--- config.mk ---
export PLATFORM = sky130hd
export DESIGN_NAME = rbx_exec
export DESIGN_NICKNAME = d
export VERILOG_FILES = /design/src/rbx_exec.v /design/src/rbx_file_ram.v
export VERILOG_INCLUDE_DIRS = /design/src
export SDC_FILE = /design/constraint.sdc
export NUM_CORES = 1
export LEC_CHECK = 0
export BUFFER_PORTS_ARGS = -buffer_cell sky130_fd_sc_hd__buf_2
export CAP_MARGIN = 20
export CORE_ASPECT_RATIO = 0.6
export CORE_UTILIZATION = 25
export DETAILED_ROUTE_END_ITERATION = 8
export PLACE_DENSITY = 0.42
export SYNTH_ARGS = -nofsm -noshare
export SYNTH_HDL_FRONTEND = slang
export SYNTH_SLANG_ARGS = --single-unit
export TNS_END_PERCENT = 30
--- constraint.sdc ---
create_clock -name clk -period 4.3 [get_ports clk]
set_clock_uncertainty 0.15 [all_clocks]
set_input_delay 0.86 -clock clk [delete_from_list [all_inputs] [get_ports clk]]
set_output_delay 0.86 -clock clk [all_outputs]
set_load 0.02 [all_outputs]
--- src/rbx_defs.vh ---
`ifndef RBX_DEFS_VH
`define RBX_DEFS_VH

// ****************************************
// Opcode patterns
// ****************************************
`define RBX_OP_NOT_NEG 8'he7
`define RBX_OP_NOT_OVF 8'he5
`define RBX_OP_NOT_ZERO 8'he1
`define RBX_OP_UNCOND 5'h1a
`define RBX_OP_SET_BIT 4'h8

// ****************************************
// Field positions
// ****************************************
`define RBX_BIT_LSB 9
`define RBX_ACC_BIT 8
`define RBX_SHORT_MSB 7
`define RBX_LONG_MSB 10

// ****************************************
// Addressing
// ****************************************
`define RBX_ILO_LIMIT 8'h5f
`define RBX_ACC_SPLIT 8'h80
`define RBX_ACC_HIGH_BANK 4'hf

// ****************************************
// Phases and reset values
// ****************************************
`define RBX_PH_Q1 2'h0
`define RBX_PH_Q2 2'h1
`define RBX_PH_Q3 2'h2
`define RBX_PH_Q4 2'h3
`define RBX_PC_RESET 21'h000000

`endif

--- src/rbx_exec.v ---
// Operation
// - Branch if negative flag clear, opcode e7
// - Branch if overflow flag clear, opcode e5
// - Branch if zero flag clear, opcode e1
// - Short branch offset is signed eight bits
// - Target is PC plus two plus twice offset
// - Conditional branch: one cycle, two if taken
// - Q1 decode, Q2 read, Q3 process, Q4 write
// - Opcode 11010 branches by signed eleven bits
// - Unconditional branch always two cycles
// - Opcode 1000 sets one file bit, flags untouched
// - Access bit selects access or banked register
// - Extended set, a=0, f<=5fh: indexed literal offset
`include "rbx_defs.vh"

module rbx_exec (
    clk,
    resetn,
    instr,
    pc_in,
    flag_negative,
    flag_overflow,
    flag_zero,
    bank_select_register,
    index_base,
    ext_set_enable,
    phase,
    pc_out,
    pc_load,
    instr_busy,
    bit_set_done,
    last_write_addr
);
    input wire clk;
    input wire resetn;
    input wire [15:0] instr;
    input wire [20:0] pc_in;
    input wire flag_negative;
    input wire flag_overflow;
    input wire flag_zero;
    input wire [3:0] bank_select_register;
    input wire [11:0] index_base;
    input wire ext_set_enable;
    output reg [1:0] phase;
    output reg [20:0] pc_out;
    output reg pc_load;
    output reg instr_busy;
    output reg bit_set_done;
    output reg [11:0] last_write_addr;

    // ST_NOP is the idle second cycle of a taken branch; the bus word is ignored there
    localparam ST_RUN = 1'b0;
    localparam ST_NOP = 1'b1;

    // ****************************************
    // Reset release
    // ****************************************
    reg rst_meta_reg;
    reg rst_sync_reg;
    // Release is two clocks late, so the phase counter always restarts cleanly at Q1
    wire rst_n = rst_sync_reg;

    always @(posedge clk or negedge resetn) begin
        if (!resetn) begin
            rst_meta_reg <= 1'b0;
            rst_sync_reg <= 1'b0;
        end else begin
            rst_meta_reg <= 1'b1;
            rst_sync_reg <= rst_meta_reg;
        end
    end

    // ****************************************
    // Helpers
    // ****************************************
    // Twice offset, sign extended to the counter width
    function [20:0] rel_target;
        input [20:0] pc;
        input [10:0] off;
        begin
            rel_target = pc + 21'h000002 + {{9{off[10]}}, off, 1'b0};
        end
    endfunction

    // Short branch offset widened to the long field, sign kept
    function [10:0] short_off;
        input [7:0] n;
        begin
            short_off = {{3{n[`RBX_SHORT_MSB]}}, n};
        end
    endfunction

    // Long form decode, used at fetch and again for the literal read
    function is_long_br;
        input [15:0] w;
        begin
            is_long_br = (w[15:11] == `RBX_OP_UNCOND);
        end
    endfunction

    // Limitation: the indexed sum wraps in twelve bits
    function [11:0] file_addr;
        input a;
        input [7:0] f;
        input ext;
        input [3:0] bank;
        input [11:0] base;
        begin
            if (!a && ext && (f <= `RBX_ILO_LIMIT)) begin
                file_addr = base + {4'h0, f};
            end else if (!a) begin
                // Access bank: low half in bank 0, high half in the top bank
                file_addr = (f < `RBX_ACC_SPLIT) ? {4'h0, f} : {`RBX_ACC_HIGH_BANK, f};
            end else begin
                file_addr = {bank, f};
            end
        end
    endfunction

    // ****************************************
    // Decode
    // ****************************************
    reg state_reg;
    reg [15:0] ir_reg;
    reg take_reg;
    reg [20:0] target_reg;
    reg [11:0] addr_reg;
    reg [7:0] mod_reg;
    reg is_set_reg;

    // Flags, bank and base count only as sampled with the word in Q1
    wire [7:0] hi = instr[15:8];
    wire is_not_neg = (hi == `RBX_OP_NOT_NEG);
    wire is_not_ovf = (hi == `RBX_OP_NOT_OVF);
    wire is_not_zero = (hi == `RBX_OP_NOT_ZERO);
    wire is_uncond = is_long_br(instr);
    wire is_set_bit = (instr[15:12] == `RBX_OP_SET_BIT);
    wire cond = (is_not_neg & ~flag_negative) | (is_not_ovf & ~flag_overflow) | (is_not_zero & ~flag_zero);

    wire [7:0] rd_data;
    wire [2:0] bit_idx = ir_reg[11:`RBX_BIT_LSB];
    // Strobe only in Q4 of a live cycle, so a nop cycle never disturbs memory
    wire wr_en = is_set_reg && state_reg == ST_RUN && phase == `RBX_PH_Q4;

    rbx_file_ram u_ram (
        .clk(clk),
        .rd_addr(addr_reg),
        .rd_data(rd_data),
        .wr_en(wr_en),
        .wr_addr(addr_reg),
        .wr_data(mod_reg)
    );

    always @(posedge clk or negedge rst_n) begin
        if (!rst_n) begin
            phase <= `RBX_PH_Q1;
            state_reg <= ST_RUN;
            ir_reg <= 16'h0000;
            take_reg <= 1'b0;
            target_reg <= `RBX_PC_RESET;
            addr_reg <= 12'h000;
            mod_reg <= 8'h00;
            is_set_reg <= 1'b0;
            pc_out <= `RBX_PC_RESET;
            pc_load <= 1'b0;
            instr_busy <= 1'b0;
            bit_set_done <= 1'b0;
            last_write_addr <= 12'h000;
        end else begin
            phase <= phase + 2'h1;
            pc_load <= 1'b0;
            bit_set_done <= 1'b0;
            case (phase)
                `RBX_PH_Q1: begin
                    if (state_reg == ST_RUN) begin
                        // Decode and latch everything the cycle needs
                        ir_reg <= instr;
                        // Unknown opcodes leave take and set clear and so do nothing
                        take_reg <= cond | is_uncond;
                        is_set_reg <= is_set_bit;
                        addr_reg <= file_addr(instr[`RBX_ACC_BIT], instr[7:0], ext_set_enable,
                                              bank_select_register, index_base);
                    end
                end
                `RBX_PH_Q2: begin
                    // Read the literal; short forms sign extend from bit 7
                    if (state_reg == ST_RUN) begin
                        if (is_long_br(ir_reg)) begin
                            target_reg <= rel_target(pc_in, ir_reg[`RBX_LONG_MSB:0]);
                        end else begin
                            target_reg <= rel_target(pc_in, short_off(ir_reg[7:0]));
                        end
                    end
                end
                `RBX_PH_Q3: begin
                    // Register data arrived from the Q2 read
                    if (state_reg == ST_RUN && is_set_reg) begin
                        mod_reg <= rd_data | (8'h01 << bit_idx);
                    end
                end
                `RBX_PH_Q4: begin
                    if (state_reg == ST_NOP) begin
                        state_reg <= ST_RUN;
                        instr_busy <= 1'b0;
                    end else if (take_reg) begin
                        // New counter shows in the next Q1 together with the load strobe
                        pc_out <= target_reg;
                        pc_load <= 1'b1;
                        state_reg <= ST_NOP;
                        instr_busy <= 1'b1;
                        take_reg <= 1'b0;
                    end else if (is_set_reg) begin
                        bit_set_done <= 1'b1;
                        last_write_addr <= addr_reg;
                        is_set_reg <= 1'b0;
                    end
                end
                default: begin
                    phase <= `RBX_PH_Q1;
                end
            endcase
        end
    end
endmodule // rbx_exec

--- src/rbx_file_ram.v ---
// ****************************************
// Data memory, 4096 bytes, registered read
// ****************************************
module rbx_file_ram (
    clk,
    rd_addr,
    rd_data,
    wr_en,
    wr_addr,
    wr_data
);
    input wire clk;
    input wire [11:0] rd_addr;
    output reg [7:0] rd_data;
    input wire wr_en;
    input wire [11:0] wr_addr;
    input wire [7:0] wr_data;

    reg [7:0] mem [0:4095];

    always @(posedge clk) begin
        if (wr_en) begin
            mem[wr_addr] <= wr_data;
        end
        rd_data <= mem[rd_addr];
    end
endmodule // rbx_file_ram

## Word level (Yosys, flattened, before mapping)

Cells that the tools add are included.

- Register bits: 92
- Input bits: 59
- Output and inout port bits: 38
- Logic and storage cells: 76

- Add/sub/neg operators: 5
- Magnitude comparators: 2
- Eq/ne operators: 11
- Mux-type cells: 20
- Bitwise logic cells: 11
- Reductions and logical operators: 13

Operator list:

| operator | count |
|---|---|
| $add 21x21->21 | 2 |
| $mux 12 | 3 |
| $eq 8x8->1 const B | 3 |
| $add 21x2->21 const B | 1 |
| $mux 21 | 1 |
| $mux 1 | 14 |
| $add 12x8->12 | 1 |
| $eq 5x5->1 const B | 2 |
| $le 8x7->1 const B | 1 |
| $lt 8x8->1 const B | 1 |
| $reduce_and 4->1 | 2 |
| $ne 2x2->1 const B | 3 |
| $reduce_and 2->1 | 3 |
| $reduce_and 3->1 | 2 |
| $not 1->1 | 5 |
| $eq 4x4->1 const B | 1 |
| $pmux 1 s2 | 2 |
| $reduce_bool 2->1 | 2 |
| $and 1x1->1 | 3 |
| $or 1x1->1 | 3 |
| $add 2x1->2 const B | 1 |
| $eq 2x1->1 const B | 1 |
| $eq 2x2->1 const B | 1 |
| $logic_and 1x1->1 | 2 |
| 2 further kinds | 2 |

## Depth between registers and ports, before layout

Gate-level depths: netlist of run 1.

- Depth in word-level cells: 7
- Gate-level depth with buffers: 13
- Mapped depth without buffers: 12

## Worst setup path after synthesis of run 1

Ideal clock, no wire load.

- Path type: input -> register
- Start: input pc_in[4]
- End: register target_reg[20]
- Setup time: 0.069 ns
- Data arrival time: 3.494 ns
- Setup slack: 0.587 ns
- Stages on the path: 13
- Buffers on the path: 1
- Cells stage by stage: and4_1 buf_4 nand2_1 xnor2_1 ha_1 a2111oi_4 o21ai_2 a41oi_2 a21oi_2 a311o_1 a31o_1 a2111o_1 nand3_1

- Word-level cells in the longest chain between the ends: 3
- Elaborated cells on any way between the ends: 4

RTL lines:

| item | line | RTL |
|---|---|---|
| start, declared | rbx_exec.v:37 | `input wire [20:0] pc_in;` |
| $add 21x2->21 (*) | rbx_exec.v:81 | `rel_target = pc + 21'h000002 + {{9{off[10]}}, off, 1'b0};` |
| $add 21x21->21 | rbx_exec.v:81 |  |
| $mux 21 (*) | rbx_exec.v:188 | `if (is_long_br(ir_reg)) begin` |
| end signal, assigned | rbx_exec.v:160 | `` target_reg <= `RBX_PC_RESET; `` |
| end signal, assigned | rbx_exec.v:189 | `` target_reg <= rel_target(pc_in, ir_reg[`RBX_LONG_MSB:0]); `` |
| end signal, assigned | rbx_exec.v:191 | `target_reg <= rel_target(pc_in, short_off(ir_reg[7:0]));` |
| end, declared | rbx_exec.v:126 | `reg [20:0] target_reg;` |

Every way passes the cells marked *; elsewhere a longest branch is shown, timed or not.
A chain may end at the register's enable or synchronous reset.

## Worst setup path after layout of run 1

- Start: input pc_in[3]
- End: register target_reg[20]

Same word-level chain as after synthesis.

==> run summary, run 1 <==
Slowest cell on crit path = a311o_1
Uppermost layer routed = met4
Die extent in x = 190 µm
CTS Root Cell = clkbuf_16
Post-CTS Setup Bufs = 0
P per Cell Area = 383 mW/mm²
Vias per Instance = 4.54
Worst Setup End Kind = register
Setup crit start kind = input pin
Synth async-reset ratio = 100%
Total track usage = 13.4%
Fin. max-slew vios = 0
Design area = 0.00640 mm²
I/O Pins = 97
Fmax = 0.265 GHz
DR WL/cell = 15.4 µm
Worst-skew pair later-pin latency = 340 ps
CTS clk-pin slew, worst paths = 70 ps
Number of synthesized flops with an enable pin = 0
Cell Area, Placed = 0.00609 mm²
Unique masters post-synth = 62
Pre-Repair DR Iteration Count = 4
Vias in the first global route = 4059
Setup CP Type = input pin to register
Endpoints failing setup = 0
Hold-fix buffers, CTS = 0
Crit path buf inv count = 1
Commonest non-fill, non-tap cell in the layout = nand2_1
Die area = 0.0217 mm²
Yosys reg bits = 92
Met2 wire length = 5.41 mm
Starting Density = 25.9%
Tcrit/Tclk final = 87.7%
Row cnt = 40
Mapped Cells = 550
Routed vias = 4198
DP HPWL = 11.1 mm
Worst EP arrival = 3900 ps
ANT nets after route = 0
Status = finished, final reports clean
Initial DRC Count = 257
Hold Fails Final Rpt = 0
Core Box Area = 0.0204 mm²
Logic pwr share = 22.7%
First-pass GRT wire length = 22.6 mm
Wire length on met1 = 8.09 mm
Slew at the pin with the worst max-slew slack = 795 ps
Number of cells on the critical path = 13
Sequential area share after synthesis = 43.6%
Fin nets = 734
Register area = 0.00231 mm²
Antenna Cells = 0
Setup TNS = 0 ps
DR DRC count = 0
Clock sink count = 92
Top_reg_cell synth = dfrtp_1
Initial antenna violation count = 0
Switch Pwr = 0.765 mW
Max Buffers Root-to-Sink = 2
Global-route congestion overflow total = 0
Largest net degree at the start of global routing = 61
Syn nets = 638
Crit path max-delay family = compound AO/OA/AOI/OAI gates
Fin crit period = 3770 ps
IO Port Bufs = 96
RSZ-0062 raised after global routing = no
Worst Path Required = 4430 ps
Synthesized cell area = 0.00528 mm²
R2r worst-path depth = 12
Worst-path fanout max = 6
# Max-Cap Violations = 0
Area growth, synth to finish = 21.3%
Share of power burned in registers = 43.2%
Syn Area/Cell = 9.60 µm²
GPL Wtd Cong = 0.846
Share of layout cells above drive strength 1 = 25.0%
Net Sw Frac = 31.2%
Int Power = 1.69 mW
Num CTS Buffers = 9
Highest-count cells in the layout ignoring fill and taps = nand2_1 (120), buf_2 (96), dfrtp_1 (91), o21ai_0 (41), xnor2_1 (35)
DR WL met3 = 580 µm
Footprint of the multi-input gates = 0.00285 mm²
Cts repair resizes = 0
CP cell instances = buf_2, and4_1, nand2_1, xnor2_1, ha_1, a2111oi_4, o21ai_2, a41oi_2, a21oi_2, a311o_1, a31o_1, a2111o_1, nand3_1
Hold Crit Class = input pin to async pin
Final WL = 14.2 mm
CP peak stage delay = 420 ps
H-Tree Depth = 3
Die H = 115 µm
Layout filler cell count = 2118
TritonCTS clock tree = done
Clock share of power = 34.1%
VDD IR-drop max = 196 µV
Leak = 3.01 nW
Synth warnings = 0
Max-slew headroom = 47.0%
-- synth_stat cells, types with 7 or more instances --
master | instances | area, µm²
xor2_1 | 11 | 96.3
mux2_2 | 31 | 349
nand3_1 | 12 | 60.1
nand4_1 | 9 | 56.3
nand2_1 | 120 | 450
a21oi_1 | 27 | 135
xnor2_1 | 35 | 307
nor2b_1 | 7 | 43.8
and3_1 | 9 | 56.3
clkbuf_1 | 13 | 48.8
o21ai_0 | 41 | 205
dfrtp_1 | 92 | 2300
nor2_1 | 15 | 56.3
inv_1 | 14 | 52.6
ha_1 | 27 | 338
-- power by group through the flow --
stage                     Combinational [mW]  Clock [mW]  Sequential (mW)
after CTS                              0.561       0.873             1.06
after global routing                   0.618       0.905             1.08
after floorplan                        0.298           0             1.12
after detailed placement               0.559           0             1.08
after global placement                 0.555           0             1.08
final                                  0.558       0.837             1.06
-- cell type report --
class                           instances  area share, %
Timing Repair Buffer                  103           8.33
Clock inverter                          6           1.21
Inverter                               15          0.879
Sequential cell                        92           36.0
Multi-Input combinational cell        425           44.5
Tap cell                              273           5.34
Clock buffer                           10           3.73
-- kinds of logic after synthesis --
| kind of cell | synth area share, % |
|---|---|
| AND/OR/NAND/NOR | 17.9 |
| AO/OA/AOI/OAI | 13.6 |
| flip-flops | 43.6 |
| XOR/XNOR | 7.63 |
| multiplexers | 7.56 |
| buffers and inverters | 2.44 |
| adder cells (fa/ha/maj) | 7.16 |
| other | 0.0710 |
-- final timing paths --
kind	start	to	slack, ps
setup / recovery	pc_in[3]	target_reg[20]	530
hold / removal	resetn	rst_n	140
setup reg to reg	ir_reg[11]	target_reg[20]	640
hold reg to reg	rst_meta_reg	rst_n	210
max in group asynchronous	rst_n	ir_reg[6]	2810
min in group clk	rst_meta_reg	rst_n	210
-- stage by stage --
stage | setup WS [ps] | hold WS [ps] | power, mW | utilization (%) | cells
global route | 345 | 121 | 2.61 | 31.4 | 924
detailed placement | 197 | 196 | 1.64 | 29.9 | 908
floorplan | 587 | 181 | 1.42 | - | 550
CTS | 555 | 123 | 2.50 | 31.4 | 924
finish | 531 | 141 | 2.45 | 31.4 | 924
global placement | 272 | 187 | 1.63 | 29.9 | 908
-- per-layer routing --
metal	vias to the layer above	global-route usage, %
met3	10	2.36
met4	0	3.71
li1	2127	-
met2	91	17.3
met1	1970	21.8
met5	-	0
Note: power is estimated with default switching activity, not from simulation.
==> run 2, diff against run 1 <==
--- a/config.mk
+++ b/config.mk
@@ -9,9 +9,9 @@
 export BUFFER_PORTS_ARGS = -buffer_cell sky130_fd_sc_hd__buf_2
 export CAP_MARGIN = 20
 export CORE_ASPECT_RATIO = 0.6
-export CORE_UTILIZATION = 25
+export CORE_UTILIZATION = 61
 export DETAILED_ROUTE_END_ITERATION = 8
-export PLACE_DENSITY = 0.42
+export PLACE_DENSITY = 0.86
 export SYNTH_ARGS = -nofsm -noshare
 export SYNTH_HDL_FRONTEND = slang
 export SYNTH_SLANG_ARGS = --single-unit
==> run summary, run 2 (synthesis gave the netlist of run 1 again) <==
Die H = 74.1 µm
Largest net degree at the start of global routing = 91
R2r worst-path depth = 12
Initial antenna violation count = 0
Share of layout cells above drive strength 1 = 24.8%
# Max-Cap Violations = 0
Post-CTS Setup Bufs = 0
Max-slew headroom = 50.3%
Met3 usage = 8.05%
Pre-Repair DR Iteration Count = 5
Endpoints failing setup = 0
Routed vias = 4557
Hold-fix buffers, CTS = 0
Worst Path Required = 4430 ps
Num CTS Buffers = 9
Slew at the pin with the worst max-slew slack = 743 ps
Worst hold slack = 132 ps
VDD IR-drop max = 346 µV
P per Cell Area = 391 mW/mm²
Initial DRC Count = 501
Setup CP Type = input pin to register
Leak = 3.00 nW
TritonCTS clock tree = done
Final core occ = 76.1%
Setup crit start kind = input pin
Highest-count cells in the layout ignoring fill and taps = nand2_1 (120), buf_2 (96), dfrtp_1 (91), o21ai_0 (41), xnor2_1 (35)
Worst EP arrival = 3850 ps
Cts repair resizes = 0
Pre-CTS WS = 279 ps
GR Layer Usage met1 = 43.9%
R2R Path Start = ir_reg[11]
Hold Crit Class = input pin to async pin
I/O Pins = 97
Commonest non-fill, non-tap cell in the layout = nand2_1
Clock sink count = 92
Fin. max-slew vios = 0
Busiest grt layer = met2
Total track usage = 30.9%
Hold Fails Final Rpt = 0
CTS clk-pin slew, worst paths = 70 ps
Fmax = 0.269 GHz
RSZ-0062 raised after global routing = no
Worst Setup End Kind = register
Final WL = 13.2 mm
Fin crit period = 3720 ps
Core Box Area = 0.00813 mm²
Area growth, synth to finish = 17.3%
CTS Root Cell = clkbuf_16
Starting Density = 64.9%
DR WL/cell = 17.4 µm
Grt met2 use = 47.0%
Worst setup startpoint = pc_in[1]
Worst-skew pair later-pin latency = 350 ps
Final setup margin = 578 ps
Fin nets = 733
DP HPWL = 9.83 mm
Row cnt = 25
IO Port Bufs = 96
Max Buffers Root-to-Sink = 2
Die extent in x = 122 µm
H-Tree Depth = 3
Vias in the first global route = 4294
GPL Wtd Cong = 0.929
Worst-path fanout max = 6
Global-route congestion overflow total = 0
Antenna Cells = 0
DR DRC count = 0
Setup TNS = 0 ps
Vias per Instance = 6.01
Die area = 0.00904 mm²
Tcrit/Tclk final = 86.6%
Total power = 2.42 mW
Status = finished, final reports clean
First-pass GRT wire length = 21.2 mm
ANT nets after route = 0
==> run 2: cell count changes in the layout (fill, tap and decap cells not counted) <==
cell / delta
clkinvlp_4: +1
clkbuf_8: -1
buf_16: +1
clkinv_4: +1
inv_8: -2
buf_4: -2
clkbuf_1: +1
==> run 2: final cells by class <==
class                      count  area [µm²]
fill                         569        1940
clock inverter                 6        71.3
inverter                      15        56.3
timing repair buffer         102         546
clock buffer                  10         229
tap                          108         135
sequential                    92        2310
multi-input combinational    425        2850
==> run 2: worst max-delay path: stages <==
cell and delay [ps]:
buf_2 140, ha_1 240, nand2_1 100, xnor2_1 190
ha_1 340, a2111oi_4 350, o21ai_2 120, a41oi_2 280
a21oi_2 110, a311o_1 420, a31o_1 280, a2111o_1 370
nand3_1 70
==> run 2: power breakdown <==
group          leakage (nW)  internal [mW]  switching, mW  total (mW)
registers              1.14          0.985         0.0792        1.06
logic                  1.71          0.227          0.333       0.560
clock network         0.140          0.456          0.342       0.798
==> run 2: path summary, 6_finish.rpt <==
check	end	slack, ps
setup / recovery	target_reg[20]	580
hold / removal	rst_n	130
setup reg to reg	target_reg[17]	660
hold reg to reg	instr_busy	170
max in group asynchronous	last_write_addr[2]	3200
min in group clk	rst_n	210
==> run 2: routing by layer <==
metal  up-vias  part of all wire, %
li1       2135                    -
met1      2196                   46
met2       202                   44
met3        24                  8.4
met4         0                  1.3
met5         -                    0
==> run 2: stage by stage <==
step	instances	instance area [µm²]
floorplan	550	5280
global placement	741	5860
detailed placement	741	5860
CTS	757	6160
global route	758	6190
finish	758	6190
==> run 3, diff against run 2 <==
--- a/config.mk
+++ b/config.mk
@@ -7,11 +7,11 @@
 export NUM_CORES = 1
 export LEC_CHECK = 0
 export BUFFER_PORTS_ARGS = -buffer_cell sky130_fd_sc_hd__buf_2
-export CAP_MARGIN = 20
 export CORE_ASPECT_RATIO = 0.6
 export CORE_UTILIZATION = 61
 export DETAILED_ROUTE_END_ITERATION = 8
 export PLACE_DENSITY = 0.86
+export RECOVER_POWER = 25
 export SYNTH_ARGS = -nofsm -noshare
 export SYNTH_HDL_FRONTEND = slang
 export SYNTH_SLANG_ARGS = --single-unit
==> constraint.sdc (replaced) <==
create_clock -name clk -period 4.3 [get_ports clk]
set_clock_uncertainty 0.15 [all_clocks]
set_input_delay 0.86 -clock clk [delete_from_list [all_inputs] [get_ports clk]]
set_output_delay 0.86 -clock clk [all_outputs]
set_load 0.01 [all_outputs]
==> run summary, run 3 (synthesis gave the netlist of run 1 again) <==
Pre-CTS WS = 279 ps
CTS clk-pin slew, worst paths = 70 ps
Routed vias = 4593
Max-slew headroom = -27.0%
Hold-fix buffers, CTS = 0
Share of power burned in registers = 45.0%
Leak = 2.98 nW
IO Port Bufs = 96
I/O Pins = 97
Crit-path most repeated cell = ha_1
Num CTS Buffers = 9
Starting Density = 64.9%
Vias per Instance = 6.07
P per Cell Area = 387 mW/mm²
Fin nets = 732
Setup CP Type = input pin to register
Status = complete, but fails checks
Worst-skew pair later-pin latency = 350 ps
Slew at the pin with the worst max-slew slack = 1910 ps
Switch Pwr = 0.717 mW
RSZ-0062 raised after global routing = no
CP cell instances = buf_2, ha_1, nand2_1, xnor2_1, ha_1, a2111oi_4, o21ai_2, a41oi_2, a21oi_2, a311o_1, a31o_1, a2111o_1, nand3_1
Die H = 74.1 µm
# Max-Cap Violations = 1
Crit path buf inv count = 1
Setup crit start kind = input pin
Cts repair resizes = 0
Total track usage = 30.9%
Worst Setup End Kind = register
Endpoints failing setup = 0
Hold Crit Class = input pin to async pin
Slowest cell on crit path = a311o_1
Final setup margin = 570 ps
Worst-path fanout max = 6
Initial DRC Count = 518
Tcrit/Tclk final = 86.7%
Core Box Area = 0.00813 mm²
Crit path max-delay family = compound AO/OA/AOI/OAI gates
Die area = 0.00904 mm²
Initial antenna violation count = 0
Post-CTS Setup Bufs = 0
Global-route congestion overflow total = 0
Die extent in x = 122 µm
Failing checks = max-capacitance violations, max-slew violations
Hold Fails Final Rpt = 0
GPL Wtd Cong = 0.929
Int Power = 1.66 mW
ANT nets after route = 0
Max Buffers Root-to-Sink = 2
First-pass GRT wire length = 21.2 mm
Largest net degree at the start of global routing = 91
Worst EP arrival = 3860 ps
Fin crit period = 3730 ps
Pre-Repair DR Iteration Count = 5
TritonCTS clock tree = done
Highest-count cells in the layout ignoring fill and taps = nand2_1 (120), buf_2 (95), dfrtp_1 (91), o21ai_0 (41), xnor2_1 (35)
Antenna Cells = 0
Clock sink count = 92
Fin. max-slew vios = 91
DR DRC count = 0
VDD IR-drop max = 336 µV
Vias in the first global route = 4294
Row cnt = 25
CTS Root Cell = clkbuf_16
Clock share of power = 33.6%
CP peak stage delay = 420 ps
Area growth, synth to finish = 16.6%
DR WL/cell = 17.5 µm
DP HPWL = 9.83 mm
Worst hold slack = 128 ps
Fmax = 0.268 GHz
Worst Path Required = 4430 ps
Commonest non-fill, non-tap cell in the layout = nand2_1
Setup TNS = 0 ps
Logic pwr share = 21.4%
Share of layout cells above drive strength 1 = 24.3%
H-Tree Depth = 3
Final WL = 13.3 mm
Net Sw Frac = 30.1%
run 3: changes by cell type in the layout (fill, tap and decap cells not counted):
cell	delta
clkbuf_1	+2
buf_2	-1
buf_16	-1
buf_4	-1
dfrtp_2	+1
dfrtp_4	-1
run 3: routing by layer:
metal / GRT usage, % / wire [µm] / vias to the layer above
li1: - / - / 2126
met1: 43.9 / 5970 / 2214
met2: 47.0 / 5890 / 226
met3: 8.05 / 1200 / 27
met4: 9.21 / 197 / 0
met5: 0 / 0 / -
run 3: stage by stage:
step | utilization [%] | instances | power (mW) | area [µm²]
2_1_floorplan | - | 550 | 1.38 | 5280
3_3_place_gp | 72.1 | 741 | 1.55 | 5860
3_5_place_dp | 72.1 | 741 | 1.58 | 5860
4_1_cts | 75.8 | 757 | 2.38 | 6160
5_1_grt | 75.7 | 757 | 2.49 | 6160
6_report | 75.7 | 757 | 2.38 | 6160
run 3: final cells by class:
cell class	count	area, µm²
Clock buffer	10	229
Clock inverter	6	71.3
Fill cell	573	1980
Inverter	15	56.3
Multi-Input combinational cell	425	2850
Sequential cell	92	2300
Tap cell	108	135
Timing Repair Buffer	101	513
run 3: worst register-to-register path, stage by stage (launching register included):
cell and delay (ps):
dfrtp_1 370, nand4b_1 200, nor2_1 240, mux2i_1 310, clkinv_1 370, ha_1 480, and3_1 160, o311ai_0 110
o211ai_1 210, a41oi_1 440, o21ai_0 190, xnor2_1 160, o21ai_0 170
run 3: power groups by stage:
| stage | clock network (mW) | logic [mW] | registers (mW) |
|---|---|---|---|
| 6_report | 0.799 | 0.510 | 1.07 |
| 5_1_grt | 0.843 | 0.559 | 1.09 |
| 4_1_cts | 0.805 | 0.503 | 1.07 |
| 3_5_place_dp | 0 | 0.496 | 1.09 |
| 3_3_place_gp | 0 | 0.469 | 1.08 |
| 2_1_floorplan | 0 | 0.298 | 1.09 |
run 3: final timing paths:
check	from	end	slack, ps	cells after the start
max	pc_in[1]	target_reg[20]	570	13
min	resetn	rst_meta_reg	130	1
max reg2reg	ir_reg[11]	target_reg[17]	650	12
min reg2reg	rst_meta_reg	rst_n	210	0
max in group asynchronous	rst_n	last_write_addr[2]	2190	0
min in group clk	rst_meta_reg	rst_n	210	0
